**config.mk**
```make
export PLATFORM = sky130hd
export DESIGN_NAME = timer_counter_core
export DESIGN_NICKNAME = d
export VERILOG_FILES = /design/src/design/tmr_pkg.sv /design/src/design/shared_prescaler.sv /design/src/design/timer_counter_core.sv
export SDC_FILE = /design/constraint.sdc
export NUM_CORES = 1
export LEC_CHECK = 0
export ABC_AREA = 0
export BUFFER_PORTS_ARGS = -buffer_cell sky130_fd_sc_hd__buf_4
export CORE_MARGIN = 8
export CORE_UTILIZATION = 35
export DETAILED_ROUTE_END_ITERATION = 8
export GPL_TIMING_DRIVEN = 0
export PLACE_DENSITY = 0.58
export SKIP_LAST_GASP = 1
export SLEW_MARGIN = 40
export SYNTH_ARGS = -nofsm -noshare
export SYNTH_HDL_FRONTEND = slang
export SYNTH_SLANG_ARGS = --single-unit
```
**constraint.sdc**
```tcl
create_clock -name hclk -period 3 [get_ports hclk]
set_clock_uncertainty 0.1 [all_clocks]
set_input_delay 0.3 -clock hclk [delete_from_list [all_inputs] [get_ports hclk]]
set_output_delay 0.3 -clock hclk [all_outputs]
set_load 0.1 [all_outputs]
```
**src/design/tmr_pkg.sv**
```systemverilog
// shared constants and types for the timer/counter with shared prescaler
package tmr_pkg;

	// clock and timing
	localparam int unsigned CLK_PERIOD_NS    = 50;   // hclk, one oscillator period
	localparam int unsigned PHASES_PER_TCY   = 4;    // four phases make one instruction cycle
	localparam int unsigned INHIBIT_TCY      = 2;    // count held off after a count write
	localparam int unsigned INHIBIT_CYC      = INHIBIT_TCY * PHASES_PER_TCY;
	localparam int unsigned ROLL_DELAY_TOSC  = 3;    // flag leads the roll to zero
	localparam int unsigned ROLL_DELAY_NS    = ROLL_DELAY_TOSC * CLK_PERIOD_NS;
	localparam int unsigned ROLL_CYC         = (ROLL_DELAY_NS + CLK_PERIOD_NS - 1) / CLK_PERIOD_NS;

	// phase codes of the instruction cycle
	localparam logic [1:0]  PH_SECOND        = 2'h1;
	localparam logic [1:0]  PH_FOURTH        = 2'h3;

	// register indices, byte address is four times the index
	localparam logic [7:0]  IDX_COUNT        = 8'h01;
	localparam logic [7:0]  IDX_INTCTL       = 8'h0B;
	localparam logic [7:0]  IDX_OPTION       = 8'h81;
	localparam logic [7:0]  IDX_CORECTL      = 8'h20;

	// field positions
	localparam int unsigned INT_EN_BIT       = 5;
	localparam int unsigned INT_FLAG_BIT     = 2;
	localparam int unsigned CORE_SLEEP_BIT   = 0;
	localparam int unsigned CORE_WDCLR_BIT   = 1;

	// reset values
	localparam logic [7:0]  OPTION_RST       = 8'hFF;
	localparam logic [7:0]  COUNT_RST        = 8'h00;
	localparam logic [7:0]  COUNT_MAX        = 8'hFF;

	// option register layout, bit 7 first
	typedef struct packed {
		logic       pullup_n;
		logic       int_edge;
		logic       count_source_select;
		logic       source_edge_select;
		logic       prescaler_owner_bit;
		logic [2:0] prescale_rate_field;
	} option_t;

	// captured address phase of an ahb transfer
	typedef struct packed {
		logic       valid;
		logic       write;
		logic [7:0] index;
	} addr_phase_t;

	// register selected by an address
	typedef enum logic [2:0] {
		SEL_NONE,
		SEL_COUNT,
		SEL_INTCTL,
		SEL_OPTION,
		SEL_CORECTL
	} reg_sel_t;

	// roll-over sequencer, one-hot
	typedef enum logic [1:0] {
		ST_RUN  = 2'b01,
		ST_ROLL = 2'b10
	} roll_state_t;

endpackage : tmr_pkg

```
**src/design/shared_prescaler.sv**
```systemverilog
// eight-bit prescaler counter shared by timer and watchdog
`timescale 1ns/1ps

module shared_prescaler #(
	parameter int unsigned WIDTH = 8
) (
	// clock and reset
	input  wire logic             hclk,
	input  wire logic             hresetn,
	// control
	input  wire logic             clear,
	input  wire logic             step,
	// state
	output logic [WIDTH-1:0]      value_r
);
	import tmr_pkg::*;

	logic [WIDTH-1:0] value_nxt;

	// clear wins over step so the first step after a clear counts from zero
	always_comb begin
		value_nxt = value_r;
		if (clear) begin
			value_nxt = '0;
		end else if (step) begin
			value_nxt = value_r + WIDTH'(1);
		end
	end

	// no software path reaches this register
	always_ff @(posedge hclk or negedge hresetn) begin
		if (!hresetn) begin
			value_r <= '0;
		end else begin
			value_r <= value_nxt;
		end
	end

endmodule : shared_prescaler

```
**src/design/timer_counter_core.sv**
```systemverilog
// timer/counter with shared prescaler, ahb-lite register slave
//
// Overview of operation
// RULE1 - source select clear: count every instruction cycle
// RULE2 - count write holds counting two cycles
// RULE3 - source select set: count external pin edges
// RULE4 - edge select: clear rising, set falling
// RULE5 - one prescaler, owner bit picks timer/watchdog
// RULE6 - owner and rate set ratio 1:2..1:256
// RULE7 - rate n: timer 2^(n+1), watchdog 2^n
// RULE8 - eight-bit prescaler, invisible to software
// RULE9 - timer owner: count write clears prescaler
// RULE10 - watchdog owner: watchdog clear clears prescaler
// RULE11 - roll from max to zero sets flag
// RULE12 - enable gates request, flag still sets
// RULE13 - software clears flag before re-enabling
// RULE14 - timer halts in sleep, never wakes
// RULE15 - sample source on second, fourth phase
// RULE16 - unscaled pin: two periods high, low
// RULE17 - pin prescaled by counter, symmetric output
// RULE18 - prescaled pin period over four/ratio
// RULE19 - count follows pin within 3..7 periods
// RULE20 - flag at once, roll three periods later
// RULE21 - timer to watchdog: clear count, watchdog, write
// RULE22 - watchdog to timer: clear watchdog, write option
`timescale 1ns/1ps

module timer_counter_core #(
	parameter int unsigned PRE_WIDTH = 8
) (
	// clock and reset
	input  wire logic        hclk,
	input  wire logic        hresetn,
	// ahb-lite slave
	input  wire logic        hsel,
	input  wire logic [31:0] haddr,
	input  wire logic [1:0]  htrans,
	input  wire logic        hwrite,
	input  wire logic [2:0]  hsize,
	input  wire logic [31:0] hwdata,
	input  wire logic        hready,
	output logic             hreadyout,
	output logic             hresp,
	output logic [31:0]      hrdata,
	// external count pin, input half only
	input  wire logic        external_count_input,
	// watchdog side
	input  wire logic        wdt_base_tick,
	output logic             wdt_scaled_tick,
	output logic             wdt_clear_pulse,
	// interrupt request to the core
	output logic             overflow_irq
);
	import tmr_pkg::*;

	// decode of a register index, shared by read and write paths
	function automatic reg_sel_t decode(input logic [7:0] idx);
		unique case (idx)
			IDX_COUNT:   decode = SEL_COUNT;
			IDX_INTCTL:  decode = SEL_INTCTL;
			IDX_OPTION:  decode = SEL_OPTION;
			IDX_CORECTL: decode = SEL_CORECTL;
			default:     decode = SEL_NONE;
		endcase
	endfunction : decode

	// true when one more step makes bit k of the value rise
	function automatic logic rises_next(input logic [PRE_WIDTH-1:0] v, input int unsigned k);
		logic [PRE_WIDTH-1:0] low_mask;
		low_mask   = (PRE_WIDTH'(1) << k) - PRE_WIDTH'(1);
		rises_next = ~v[k] && ((v & low_mask) == low_mask);
	endfunction : rises_next

	// bus state
	addr_phase_t         aph_r;
	addr_phase_t         aph_nxt;
	logic [31:0]         hrdata_r;
	logic [31:0]         hrdata_nxt;
	// registers
	option_t             option_r;
	option_t             option_nxt;
	logic [7:0]          count_r;
	logic [7:0]          count_nxt;
	logic                flag_r;
	logic                flag_nxt;
	logic                int_en_r;
	logic                int_en_nxt;
	logic                sleep_r;
	logic                sleep_nxt;
	logic                wdclr_r;
	logic                wdclr_nxt;
	// timing state
	logic [1:0]          phase_r;
	logic [1:0]          phase_nxt;
	logic                pin_prev_r;
	logic                pin_prev_nxt;
	logic                sample_r;
	logic                sample_nxt;
	logic                tick_r;
	logic                tick_nxt;
	logic [3:0]          inhibit_r;
	logic [3:0]          inhibit_nxt;
	roll_state_t         state_r;
	roll_state_t         state_nxt;
	logic [1:0]          roll_cnt_r;
	logic [1:0]          roll_cnt_nxt;
	logic                wdt_out_r;
	logic                wdt_out_nxt;
	// combinational
	logic                wr_en;
	reg_sel_t            wr_sel;
	logic                wr_count;
	logic                timer_owns;
	logic                pin_level;
	logic                pin_edge;
	logic                pre_step;
	logic                pre_clear;
	logic                sync_src;
	logic                sample_now;
	logic                count_tick;
	logic [PRE_WIDTH-1:0] pre_value;

	// zero-wait slave, every answer okay
	assign hreadyout = 1'b1;
	assign hresp     = 1'b0;
	assign hrdata    = hrdata_r;

	// data-phase write decode
	assign wr_en    = aph_r.valid && aph_r.write;
	assign wr_sel   = decode(aph_r.index);
	assign wr_count = wr_en && (wr_sel == SEL_COUNT);

	// owner bit clear means the timer holds the prescaler
	assign timer_owns = ~option_r.prescaler_owner_bit; // [RULE5]

	// edge select inverts the pin so a rising edge always counts
	assign pin_level = external_count_input ^ option_r.source_edge_select; // [RULE4]
	assign pin_edge  = pin_level && ~pin_prev_r;

	// prescaler stepping: pin edges, instruction cycles or watchdog ticks
	always_comb begin
		pre_step = 1'b0;
		if (!timer_owns) begin
			pre_step = wdt_base_tick; // watchdog runs on through sleep
		end else if (!sleep_r) begin
			if (option_r.count_source_select) begin
				pre_step = pin_edge; // [RULE17]
			end else begin
				pre_step = (phase_r == PH_FOURTH); // [RULE1]
			end
		end
	end

	// prescaler clearing on count write or watchdog clear
	assign pre_clear = (timer_owns && wr_count)      // [RULE9]
		|| (!timer_owns && wdclr_r);                  // [RULE10]

	shared_prescaler #(
		.WIDTH   (PRE_WIDTH)
	) u_prescaler (
		.hclk    (hclk),
		.hresetn (hresetn),
		.clear   (pre_clear),
		.step    (pre_step),
		.value_r (pre_value) // [RULE8]
	);

	// source seen by the phase sampler
	always_comb begin
		if (timer_owns) begin
			sync_src = pre_value[option_r.prescale_rate_field]; // [RULE6] [RULE7]
		end else if (option_r.count_source_select) begin
			sync_src = pin_level; // [RULE3]
		end else begin
			sync_src = phase_r[1]; // one rise per instruction cycle [RULE1]
		end
	end

	// samples taken only on the second and fourth phase
	assign sample_now = (phase_r == PH_SECOND) || (phase_r == PH_FOURTH); // [RULE15]
	// a write or the hold-off after it swallows ticks
	assign count_tick = tick_r && !sleep_r && (inhibit_r == 4'h0) && !wr_count; // [RULE2] [RULE14]

	// phase, sampler and hold-off
	always_comb begin
		phase_nxt    = phase_r + 2'h1;
		pin_prev_nxt = pin_level;
		sample_nxt   = sample_r;
		tick_nxt     = 1'b0;
		inhibit_nxt  = inhibit_r;
		if (sample_now) begin
			sample_nxt = sync_src;
			tick_nxt   = sync_src && ~sample_r; // rise between samples [RULE19]
		end
		if (wr_count) begin
			inhibit_nxt = 4'(INHIBIT_CYC); // [RULE2]
		end else if (inhibit_r != 4'h0) begin
			inhibit_nxt = inhibit_r - 4'h1;
		end
	end

	// count and overflow sequencing
	always_comb begin
		count_nxt    = count_r;
		state_nxt    = state_r;
		roll_cnt_nxt = roll_cnt_r;
		unique case (state_r)
			ST_RUN: begin
				if (count_tick) begin
					if (count_r == COUNT_MAX) begin
						state_nxt    = ST_ROLL; // flag now, zero later [RULE20]
						roll_cnt_nxt = 2'(ROLL_CYC - 1);
					end else begin
						count_nxt = count_r + 8'h01;
					end
				end
			end
			ST_ROLL: begin
				if (roll_cnt_r == 2'h0) begin
					count_nxt = 8'h00; // [RULE11] [RULE20]
					state_nxt = ST_RUN;
				end else begin
					roll_cnt_nxt = roll_cnt_r - 2'h1;
				end
			end
			default: begin
				state_nxt = ST_RUN;
			end
		endcase
		// a software write overrides a pending roll
		if (wr_count) begin
			count_nxt = hwdata[7:0];
			state_nxt = ST_RUN;
		end
	end

	// software registers; the overflow set beats a software clear
	always_comb begin
		option_nxt = option_r;
		flag_nxt   = flag_r;
		int_en_nxt = int_en_r;
		sleep_nxt  = sleep_r;
		wdclr_nxt  = 1'b0;
		if (wr_en) begin
			unique case (wr_sel)
				SEL_OPTION:  option_nxt = option_t'(hwdata[7:0]);
				SEL_INTCTL: begin
					flag_nxt   = hwdata[INT_FLAG_BIT]; // [RULE13]
					int_en_nxt = hwdata[INT_EN_BIT];
				end
				SEL_CORECTL: begin
					sleep_nxt = hwdata[CORE_SLEEP_BIT];
					wdclr_nxt = hwdata[CORE_WDCLR_BIT];
				end
				SEL_COUNT, SEL_NONE: ;
			endcase
		end
		if ((state_r == ST_RUN) && count_tick && (count_r == COUNT_MAX)) begin
			flag_nxt = 1'b1; // [RULE11] [RULE20]
		end
	end

	// bus address phase and read data, registered for the data phase
	always_comb begin
		aph_nxt.valid = hsel && hready && htrans[1];
		aph_nxt.write = hwrite;
		aph_nxt.index = haddr[9:2];
		hrdata_nxt    = hrdata_r;
		if (hsel && hready && htrans[1] && !hwrite) begin
			hrdata_nxt = 32'h0000_0000; // unmapped reads give zero
			unique case (decode(haddr[9:2]))
				SEL_COUNT:   hrdata_nxt[7:0] = count_r;
				SEL_OPTION:  hrdata_nxt[7:0] = option_r;
				SEL_INTCTL: begin
					hrdata_nxt[INT_EN_BIT]   = int_en_r;
					hrdata_nxt[INT_FLAG_BIT] = flag_r;
				end
				SEL_CORECTL: hrdata_nxt[CORE_SLEEP_BIT] = sleep_r;
				SEL_NONE:    ;
			endcase
		end
	end

	// watchdog postscale: ratio 2^n, n zero passes the base tick through
	always_comb begin
		wdt_out_nxt = 1'b0;
		if (!timer_owns) begin
			if (option_r.prescale_rate_field == 3'h0) begin
				wdt_out_nxt = wdt_base_tick; // [RULE7]
			end else begin
				wdt_out_nxt = wdt_base_tick && !wdclr_r
					&& rises_next(pre_value, 32'(option_r.prescale_rate_field) - 1); // [RULE7]
			end
		end else begin
			wdt_out_nxt = wdt_base_tick; // watchdog unscaled while timer owns [RULE5]
		end
	end

	// all state registers
	always_ff @(posedge hclk or negedge hresetn) begin
		if (!hresetn) begin
			aph_r      <= '0;
			hrdata_r   <= 32'h0000_0000;
			option_r   <= option_t'(OPTION_RST);
			count_r    <= COUNT_RST;
			flag_r     <= 1'b0;
			int_en_r   <= 1'b0;
			sleep_r    <= 1'b0;
			wdclr_r    <= 1'b0;
			phase_r    <= 2'h0;
			pin_prev_r <= 1'b1; // high start: an idle-high source gives no false edge
			sample_r   <= 1'b1; // a tick needs a low sample first after reset
			tick_r     <= 1'b0;
			inhibit_r  <= 4'h0;
			state_r    <= ST_RUN;
			roll_cnt_r <= 2'h0;
			wdt_out_r  <= 1'b0;
		end else begin
			aph_r      <= aph_nxt;
			hrdata_r   <= hrdata_nxt;
			option_r   <= option_nxt;
			count_r    <= count_nxt;
			flag_r     <= flag_nxt;
			int_en_r   <= int_en_nxt;
			sleep_r    <= sleep_nxt;
			wdclr_r    <= wdclr_nxt;
			phase_r    <= phase_nxt;
			pin_prev_r <= pin_prev_nxt;
			sample_r   <= sample_nxt;
			tick_r     <= tick_nxt;
			inhibit_r  <= inhibit_nxt;
			state_r    <= state_nxt;
			roll_cnt_r <= roll_cnt_nxt;
			wdt_out_r  <= wdt_out_nxt;
		end
	end

	// outputs to watchdog and core
	assign wdt_scaled_tick = wdt_out_r;
	assign wdt_clear_pulse = wdclr_r;
	// the request is masked but the flag keeps its state
	assign overflow_irq    = flag_r && int_en_r; // [RULE12]

endmodule : timer_counter_core

```
==> run summary, run 1 <==
## Status
- **status** complete, no violations

## Final layout
- **final design area excluding fillers** 4454 um2
- **fraction of layout cells with a size suffix above 1** 26.41%
- **layout overhead on the synthesized area** 23.57%
- **antenna diode count** 0
- **fin nets** 549
- **Util after Layout** 43.73%

## Placed design
- **instance area after placement** 4120 um2
- **last weighted congestion value of the routability-driven placer** 0.8724
- **DP Wirelength** 6739 um
- **Setup Slack @ Placement** -118.0 ps
- **port bufs** 34

## Power and ir drop
- **part of the total power dissipated in combinational logic** 29.6%
- **net load switching power** 0.8730 mW
- **Power Density** 539.6 nW/um2
- **total internal power** 1.530 mW
- **largest voltage drop on the vdd net** 0.2427 mV
- **Power Total** 2.404 mW
- **leakage power summed over all cells** 1.950 nW
- **part of the power in the clock network** 25.4%
- **share of power burned in registers** 44.9%
- **switching share of power** 36.32%

## Timing
- **setup total negative slack** 0 ps
- **Slew headroom** 58.45%
- **total of endpoints with negative setup slack in the final report** 0
- **top achievable clock speed** 349.2 MHz
- **Tmin final** 2864 ps
- **final worst setup slack** 136.3 ps
- **final period utilization** 95.46%
- **hold violation total from the final report** 0
- **Slew @ Worst Pin** 618.6 ps
- **max-slew violation count** 0
- **RSZ-0062 raised after global routing** false

## Logic synthesis
- **cell count after synthesis** 376
- **Cell variety after synth** 68
- **synthesis warning total** 0
- **leading cell types by total area after synthesis** dfrtp_1 (34%), dfstp_2 (8.0%), ha_1 (5.6%)
- **portion of the post-synthesis area used by sequential elements** 42.03%
- **proportion of netlist area held by the largest area contributor** 34.02%
- **number of storage elements in the synthesis netlist** 60
- **post-synthesis cell area** 3605 um2
- **cell taking the most area after synthesis** dfrtp_1
- **leading cell types by count after synthesis** dfrtp_1 (49), nand2_1 (32), nor2_1 (32)
- **mean cell area of the mapped netlist** 9.587 um2
- **most common flop cell mapped by yosys** dfrtp_1
- **Post-synth EDFFs** 0
- **share of async-settable or async-resettable flops after synthesis** 100.0%
- **most numerous cell in the Yosys netlist** dfrtp_1

## CTS
- **CTS sink cnt** 60
- **Worst-path clk slew** 60 ps
- **CTS Buf Count** 9
- **clock tree buffer depth** 2
- **clock tree from TritonCTS** done
- **Clock Tree Root** clkbuf_8
- **H-Tree Depth** 3
- **later-pin clock latency in the skew report** 330 ps

## Die
- **DIE WIDTH** 117.5 um
- **overall die area** 13,800 um2
- **Starting Density** 35.39%
- **FP Rows** 37
- **total core area** 10,180 um2
- **Die Span Y** 117.5 um
- **number of top-level pins** 113

## Detailed routing
- **total wirelength of the detailed-routed design** 8931 um
- **antenna-violating nets left** 0
- **number of remaining DRC errors** 0
- **detailed-routing iteration count for the pre-antenna-repair pass** 4
- **total via count after detailed routing** 3,030
- **starting DRC count in detailed routing** 138
- **average via count per standard cell** 5.067
- **Wirelength per Cell** 14.93 um

## GRT
- **maximum number of pins on one net before global-route repair** 61
- **antenna violations before repair** 0
- **vias in the first global route** 2,942
- **Overflow after GRT** 0
- **first-pass GRT wire length** 14,740 um
- **GRT Overall Usage** 12.90%

## Setup path
- **sort of element at the start of the critical path** register
- **Crit. End Element** register
- **worst endpoint data arrival time** 2980 ps
- **start-to-end type of the worst setup path** register to register
- **worst-path fanout max** 8
- **required time of the worst setup path** 3110 ps

## Hold path
- **Hold/Removal Path Class** input pin to register

## Run
- **# Max-Cap Violations** 0

-- cells by family (layout without fill, tap and decap cells) --
group           Yosys count  count (layout)  share of synthesized area, %
compound gates           82              82                         15.62
flops                    60              60                         42.03
buf+inv                  58             120                         8.817
xor+xnor                  5               5                         1.423
fa+ha+maj                16              16                         5.554
simple gates            135             135                         20.10
mux                      18              18                         6.248
other cells               2              26                        0.2083
-- state kept, by name (all words and copies together) (netlist names) --
signal,count
sleep_r,1
count_r,8
pin_prev_r,1
wdt_clear_pulse,1
hrdata,8
state_r,2
phase_r,2
aph_r,10
option_r,8
sample_r,1
roll_cnt_r,2
inhibit_r,4
u_prescaler.value_r,8
tick_r,1
int_en_r,1
flag_r,1
wdt_scaled_tick,1
-- path summary, 6_finish.rpt --
kind,startpoint,endpoint,slack [ps],cells past startpoint
worst max-delay path,option_r[0]$_DFFE_PN1P_,wdt_scaled_tick$_DFF_PN0_,140,10
worst min-delay path,haddr[3],aph_r[1]$_DFF_PN0_,30,1
worst max register to register,option_r[0]$_DFFE_PN1P_,wdt_scaled_tick$_DFF_PN0_,140,10
worst min register to register,phase_r[0]$_DFF_PN0_,phase_r[0]$_DFF_PN0_,370,1
max in group asynchronous,hresetn,option_r[2]$_DFFE_PN1P_,1990,2
min in group asynchronous,hresetn,u_prescaler.value_r[6]$_DFFE_PN0P_,400,2
-- cell type report --
type	count	area, um2
buffer	35	234.0
clock buffer	14	152.6
clock inverter	2	10.01
fill	1038	5731
inverter	22	82.58
multi-input combinational	282	1916
sequential	60	1515
tap	136	170.2
timing repair buffer	47	374.1
-- routing by layer --
layer  share of wire, %  track usage (%)  routed length, um  up-vias
met5                  0                0                  0        -
li1                   -                -                  -     1469
met4                1.5            4.644                138        0
met3                6.1            3.885                549        8
met2                 46            20.08               4141       88
met1                 46            16.56               4100     1465
-- worst max-delay path: stages, from the launching register on --
cell and delay, ps:
dfstp_2 570, inv_1 120, ha_2 260, xor2_4 200, nor3_4 240, inv_2 70, ha_1 240, inv_1 130
nor3_1 70, or3_1 370, o41ai_2 380
-- cell usage in the layout, fill, tap and decap left out, types with 13 or more instances in the layout --
master | netlist | final
ha_1 | 16 | 13
a21oi_1 | 15 | 15
dfrtp_1 | 49 | 49
nor3_1 | 14 | 14
inv_1 | 21 | 20
nand2_1 | 32 | 32
conb_1 | 2 | 26
o21ai_0 | 17 | 17
buf_4 | 26 | 65
nor2_1 | 32 | 32
-- power groups by stage --
stage               combinational (mW)  clock, mW  sequential, mW
floorplan                        0.552          0            1.06
global placement                 0.681          0            1.09
detailed placement               0.692          0            1.09
CTS                              0.706      0.633            1.08
global route                     0.783      0.667            1.11
finish                           0.713      0.611            1.08
-- timing repair --
action / in CTS / in global routing
buffers inserted: 1 / 5
pin swaps: 0 / 1
setup endpoints to repair: 1 / 1
gates resized for setup: 4 / 8
hold buffers: 7 / 0
endpoints found under the hold margin: 55 / 0
-- metrics by stage --
stage	instances	hold WS [ps]
after floorplan	400	-95.59
after global placement	570	316.7
after detailed placement	570	319.5
after CTS	594	6.301
after global routing	598	15.73
final	598	33.97
Power figures use the tool's default switching activity.
==> run 2, diff against run 1 <==
--- a/config.mk
+++ b/config.mk
@@ -6,12 +6,13 @@
 export NUM_CORES = 1
 export LEC_CHECK = 0
 export ABC_AREA = 0
-export BUFFER_PORTS_ARGS = -buffer_cell sky130_fd_sc_hd__buf_4
 export CORE_MARGIN = 8
 export CORE_UTILIZATION = 35
 export DETAILED_ROUTE_END_ITERATION = 8
+export DONT_BUFFER_PORTS = 1
 export GPL_TIMING_DRIVEN = 0
-export PLACE_DENSITY = 0.58
+export PLACE_DENSITY = 0.49
+export REMOVE_ABC_BUFFERS = 1
 export SKIP_LAST_GASP = 1
 export SLEW_MARGIN = 40
 export SYNTH_ARGS = -nofsm -noshare
==> run 2 against run 1 <==
Compared with the run above:
- clock-buffer cell count decreased by 3
- design area decreased by 4.0%
- sequential power about the same
- non-clock buffer count decreased by 47
- critical endpoint unchanged
==> run summary, run 2 (synthesis gave the netlist of run 1 again) <==
## Timing
- **max-slew violation count** 0, unchanged
- **hold violation total from the final report** 0, unchanged
- **Worst Hold Slack** 24.76 ps, -9.206 ps
- **final period utilization** 98.45%, +3.0 points
- **final worst setup slack** 46.63 ps, -89.66 ps
- **total of endpoints with negative setup slack in the final report** 0, unchanged
- **top achievable clock speed** 338.6 MHz, -3.0%
- **Tmin final** 2953 ps, +89.66 ps
- **Slew headroom** 41.92%, -17 points
- **setup total negative slack** 0 ps, unchanged
- **Slew @ Worst Pin** 871.7 ps, +253.2 ps

## Setup path
- **required time of the worst setup path** 3120 ps, about the same
- **worst-path fanout max** 6, -2
- **slowest stage cell, crit path** dfstp_4
- **start-to-end type of the worst setup path** register to register
- **sort of element at the start of the critical path** register
- **worst endpoint data arrival time** 3080 ps, +100 ps
- **Crit. End Element** register
- **sequence of cells on the critical path** clkinvlp_4, ha_4, nand2_1, nor3_4, inv_2, ha_1, inv_1, nor3_1, or3_1, o41ai_2
- **longest individual stage delay on the worst path** 650 ps, +80 ps

## GRT
- **first-pass GRT wire length** 14,860 um, +0.84%
- **met2 Track Usage GR** 19.97%, -0.11 points
- **Overflow after GRT** 0, unchanged
- **vias in the first global route** 2,776, -5.6%
- **GRT Overall Usage** 13.43%, +0.54 points
- **GR Util met3** 4.940%, +1.1 points
- **global-route met1 utilization** 17.48%, +0.91 points
- **maximum number of pins on one net before global-route repair** 61, unchanged
- **peak-usage layer in the global routing report** met2
- **antenna violations before repair** 0, unchanged

## Placed design
- **Setup Slack @ Placement** -260.0 ps, -142.0 ps
- **last weighted congestion value of the routability-driven placer** 0.8456, -3.1%
- **instance area after placement** 3657 um2, -11%
- **placed instance count** 501, -12%
- **DP Wirelength** 6389 um, -5.2%
- **port bufs** 0, -100%

## Final layout
- **most frequent cells in the layout** dfrtp_1 (40), nor2_1 (32), nand2_1 (32), conb_1 (26), inv_1 (20)
- **antenna diode count** 0, unchanged
- **layout filler cell count** 1,003, -3.4%
- **register name with the most flops** aph_r
- **most common cell after layout, fill and taps aside** dfrtp_1
- **final design area excluding fillers** 4277 um2, -4.0%
- **non-filler cells, final** 551, -7.9%
- **combined area of the multi-input logic cells** 1927 um2, +0.59%
- **layout overhead on the synthesized area** 18.64%
- **Largest register FFs** 10, unchanged
- **Util after Layout** 41.99%, -1.7 points
- **sequential cell area** 1530 um2, +0.99%
- **fin nets** 502, -8.6%
- **fraction of layout cells with a size suffix above 1** 20.24%, -6.2 points

## Detailed routing
- **average via count per standard cell** 5.176, +2.2%
- **antenna-violating nets left** 0, unchanged
- **detailed-routing iteration count for the pre-antenna-repair pass** 4, unchanged
- **total wirelength of the detailed-routed design** 9213 um, +3.2%
- **total via count after detailed routing** 2,852, -5.9%
- **number of remaining DRC errors** 0, unchanged
- **Wirelength per Cell** 16.72 um, +12%
- **starting DRC count in detailed routing** 165, +20%

## CTS
- **clock tree from TritonCTS** done
- **CTS Buf Count** 9, unchanged
- **clock tree buffer depth** 2, unchanged
- **later-pin clock latency in the skew report** 340 ps, about the same
- **CTS sink cnt** 60, unchanged
- **Clock Tree Root** clkbuf_8
- **H-Tree Depth** 3, unchanged
- **Worst-path clk slew** 80 ps, +20 ps

## Power and ir drop
- **Power Total** 2.602 mW, +8.2%
- **leakage power summed over all cells** 1.740 nW, -11%
- **largest voltage drop on the vdd net** 0.2409 mV, -0.73%
- **Power Density** 608.3 nW/um2, +13%

## Die
- **FP Rows** 37, unchanged
- **DIE WIDTH** 117.5 um, unchanged
- **Starting Density** 35.39%, unchanged
- **total core area** 10,180 um2, unchanged
- **number of top-level pins** 113, unchanged
- **Die Span Y** 117.5 um, unchanged
- **overall die area** 13,800 um2, unchanged

## Status
- **status** complete, no violations

## Hold path
- **Hold/Removal Path Class** input pin to register

## Run
- **# Max-Cap Violations** 0, unchanged

==> run 2: cell count changes in the layout (fill, tap and decap cells not counted), sizes merged <==
cell         change
clkbuf          -10
bufinv           +2
dlygate4sd3     +12
inv              -1
buf             -52
clkinvlp         +3
clkinv           -1
==> run 2: worst max-delay path, delay by kind of cell, from the launching register on <==
family	cells	cell delay [ps]
buf+inv	3	350
compound gates	1	410
flops	1	650
simple gates	4	750
fa+ha+maj	2	570
==> run 2: layout make-up <==
class	instances	area share [%]
Sequential cell	60	35.78
Clock inverter	5	1.960
Multi-Input combinational cell	282	45.06
Timing Repair Buffer	35	7.665
Clock buffer	11	3.540
Inverter	22	2.019
Tap cell	136	3.979
==> run 2: path summary, 6_finish.rpt <==
| check | start | to | slack (ps) | cells after the start |
|---|---|---|---|---|
| max in group asynchronous | hresetn | pin_prev_r$_DFF_PN1_ | 2090 | 2 |
| max | option_r[0]$_DFFE_PN1P_ | wdt_scaled_tick$_DFF_PN0_ | 50 | 10 |
| min in group asynchronous | hresetn | count_r[6]$_DFFE_PN0P_ | 390 | 2 |
| min reg2reg | phase_r[0]$_DFF_PN0_ | phase_r[0]$_DFF_PN0_ | 360 | 1 |
| min | hwdata[6] | count_r[6]$_DFFE_PN0P_ | 20 | 2 |
| max reg2reg | option_r[0]$_DFFE_PN1P_ | wdt_scaled_tick$_DFF_PN0_ | 50 | 10 |
==> run 2: layer usage <==
layer  share of wire, %  routed length (um)  up-vias
met5                  0                   0        -
met4                1.9                 176        0
met3                6.4                 587       18
met2                 45                4141       87
met1                 47                4307     1376
li1                   -                   -     1371
==> run 2: power by group <==
group | internal [mW] | switching (mW)
clock | 0.514 | 0.338
sequential | 0.934 | 0.166
combinational | 0.247 | 0.403
==> run 2: timing repair <==
action | CTS | global route
hold buffers | 20 | 0
endpoints found under the hold margin | 86 | 0
pin swaps | 0 | 3
setup buffers | 1 | 13
gates resized for setup | 7 | 3
cloned | 0 | 0
setup endpoints to repair | 1 | 1
==> run 3, diff against run 2 <==
==> constraint.sdc (replaced) <==
create_clock -name hclk -period 3.5 [get_ports hclk]
set_clock_uncertainty 0.1 [all_clocks]
set_input_delay 0.35 -clock hclk [delete_from_list [all_inputs] [get_ports hclk]]
set_output_delay 0.35 -clock hclk [all_outputs]
set_load 0.1 [all_outputs]
==> run 3 against run 2 <==
Compared with the run above:
- die area stayed put
- global-route usage is 0.26 points lower
- clock power is 14% lower
- setup slack better by 180 ps
- sequential cell count stayed put
- register-to-register slack better by 180 ps
- clock-buffer cell count stayed put
- combinational power is 19% lower
- utilization is 2.5 points lower
- design area is 6.0% lower
- critical path depth stayed put
- first-iteration DRC count is 6.7% higher
- critical path type unchanged
- highest routed layer unchanged
==> run summary, run 3 (synthesis gave the netlist of run 1 again) <==
## Die
- **FP Rows** 37, unchanged
- **Starting Density** 35.39%, unchanged
- **total core area** 10,180 um2, unchanged
- **DIE WIDTH** 117.5 um, unchanged
- **number of top-level pins** 113, unchanged
- **overall die area** 13,800 um2, unchanged
- **Die Span Y** 117.5 um, unchanged

## CTS
- **clock tree buffer depth** 2, unchanged
- **count of buffers added by post-CTS timing repair for setup** 0, -1
- **clock tree from TritonCTS** done
- **Clock Tree Root** clkbuf_8
- **CTS sink cnt** 60, unchanged
- **CTS Buf Count** 9, unchanged
- **number of gates given a new drive strength after cts** 0, -7
- **Worst-path clk slew** 70 ps, about the same
- **count of hold buffers inserted by post-cts repair** 11, -45%
- **H-Tree Depth** 3, unchanged
- **later-pin clock latency in the skew report** 350 ps, about the same

## Setup path
- **Crit. End Element** register
- **R2R setup slack** 230 ps, +180 ps
- **worst-path fanout max** 16, +10
- **worst endpoint data arrival time** 3400 ps, +320 ps
- **destination of the worst register-to-register timing path** wdt_scaled_tick$_DFF_PN0_
- **worst reg2reg path depth** 10, unchanged
- **crit path from** option_r[0]$_DFFE_PN1P_
- **required time of the worst setup path** 3630 ps, +510 ps
- **launch point of the worst reg-to-reg path** option_r[0]$_DFFE_PN1P_
- **sort of element at the start of the critical path** register
- **start-to-end type of the worst setup path** register to register

## Hold path
- **launch instance of the worst min-delay path** hwdata[0]
- **end of the worst hold path** count_r[0]$_DFFE_PN0P_
- **count of cells along the worst hold path** 2, unchanged
- **Hold/Removal Path Class** input pin to register

## Detailed routing
- **total via count after detailed routing** 2,754, -3.4%
- **Wirelength per Cell** 16.80 um, +0.49%
- **antenna-violating nets left** 0, unchanged
- **detailed-routing iteration count for the pre-antenna-repair pass** 4, unchanged
- **average via count per standard cell** 5.216, +0.77%
- **starting DRC count in detailed routing** 176, +6.7%
- **number of remaining DRC errors** 0, unchanged
- **total wirelength of the detailed-routed design** 8872 um, -3.7%

## Run
- **# Max-Cap Violations** 0, unchanged

## Final layout
- **most common cell after layout, fill and taps aside** dfrtp_1
- **fin nets** 479, -4.6%
- **combined area of the multi-input logic cells** 1874 um2, -2.7%
- **final design area excluding fillers** 4021 um2, -6.0%
- **layout overhead on the synthesized area** 11.56%
- **Largest register FFs** 10, unchanged
- **sequential cell area** 1526 um2, -0.25%
- **Util after Layout** 39.48%, -2.5 points
- **layout filler cell count** 1,019, +1.6%
- **most frequent cells in the layout** dfrtp_1 (40), nor2_1 (32), nand2_1 (32), conb_1 (26), inv_1 (21)
- **fraction of layout cells with a size suffix above 1** 16.58%, -3.7 points
- **antenna diode count** 0, unchanged
- **register name with the most flops** aph_r

## Timing
- **Slew headroom** 41.93%, about the same
- **RSZ-0062 raised after global routing** false
- **total of endpoints with negative setup slack in the final report** 0, unchanged
- **hold violation total from the final report** 0, unchanged
- **Tmin final** 3273 ps, +319.6 ps
- **setup total negative slack** 0 ps, unchanged
- **top achievable clock speed** 305.5 MHz, -9.8%
- **final period utilization** 93.51%, -4.9 points
- **Slew @ Worst Pin** 871.7 ps, -0.03225 ps
- **Worst Hold Slack** 27.20 ps, +2.437 ps
- **max-slew violation count** 0, unchanged

## Power and ir drop
- **leakage power summed over all cells** 1.640 nW, -5.8%
- **largest voltage drop on the vdd net** 0.2064 mV, -14%
- **Power Total** 2.206 mW, -15%
- **Power Density** 548.5 nW/um2, -9.8%

## GRT
- **antenna violations before repair** 0, unchanged
- **vias in the first global route** 2,708, -2.4%
- **Overflow after GRT** 0, unchanged
- **maximum number of pins on one net before global-route repair** 61, unchanged
- **GRT Overall Usage** 13.17%, -0.26 points
- **first-pass GRT wire length** 14,590 um, -1.8%

## Placed design
- **DP Wirelength** 6389 um, unchanged
- **instance area after placement** 3657 um2, unchanged
- **last weighted congestion value of the routability-driven placer** 0.8456, unchanged
- **port bufs** 0, unchanged

## Status
- **status** complete, no violations

## run 3: changes by cell type in the layout (fill, tap and decap cells not counted), sizes merged
cell / before / now
dlygate4sd3: 19 / 10
inv: 21 / 22
clkinvlp: 3 / 2
buf: 16 / 2
## run 3: how the worst max path moves through the flow
stage                           endpoint  cells past startpoint
4_1_cts        wdt_scaled_tick$_DFF_PN0_                     10
3_5_place_dp   wdt_scaled_tick$_DFF_PN0_                     10
3_3_place_gp   wdt_scaled_tick$_DFF_PN0_                     10
6_report       wdt_scaled_tick$_DFF_PN0_                     10
5_1_grt        wdt_scaled_tick$_DFF_PN0_                     10
2_1_floorplan  wdt_scaled_tick$_DFF_PN0_                     10
## run 3: area by class of cell
| type | instances | share of cell area, % |
|---|---|---|
| sequential | 60 | 37.96 |
| timing repair buffer | 12 | 3.298 |
| multi-input combinational | 282 | 46.61 |
| tap | 136 | 4.231 |
| inverter | 22 | 2.054 |
| clock buffer | 11 | 3.765 |
| clock inverter | 5 | 2.085 |
## run 3: metrics by stage
step | setup WS (ps) | instances
final | 227.0 | 528
after global routing | 6.364 | 528
after CTS | 229.9 | 528
after detailed placement | 240.0 | 501
after global placement | 262.4 | 500
after floorplan | 716.7 | 364
## run 3: power by group
group	total, mW	switching (mW)	internal [mW]
clock	0.731	0.290	0.441
sequential	0.947	0.147	0.800
combinational	0.528	0.334	0.194
total	2.21	0.771	1.43
## run 3: worst max-delay path, cell delays in order, from the launching register on
cell     delay [ps]
dfstp_2         740
inv_1           160
ha_1            630
nand2_1         150
nor3_2          190
inv_2            70
ha_1            230
inv_1           110
nor3_1           60
or3_1           360
o41ai_2         340
## run 3: per-layer routing
layer | track usage, % | share of wire [%] | routed length [um] | vias up
met1 | 17.06 | 47 | 4178 | 1349
met3 | 4.892 | 6.2 | 550 | 12
met2 | 19.83 | 45 | 4025 | 70
met4 | 4.323 | 1.3 | 118 | 0
li1 | - | - | - | 1323
met5 | 0 | 0 | 0 | -
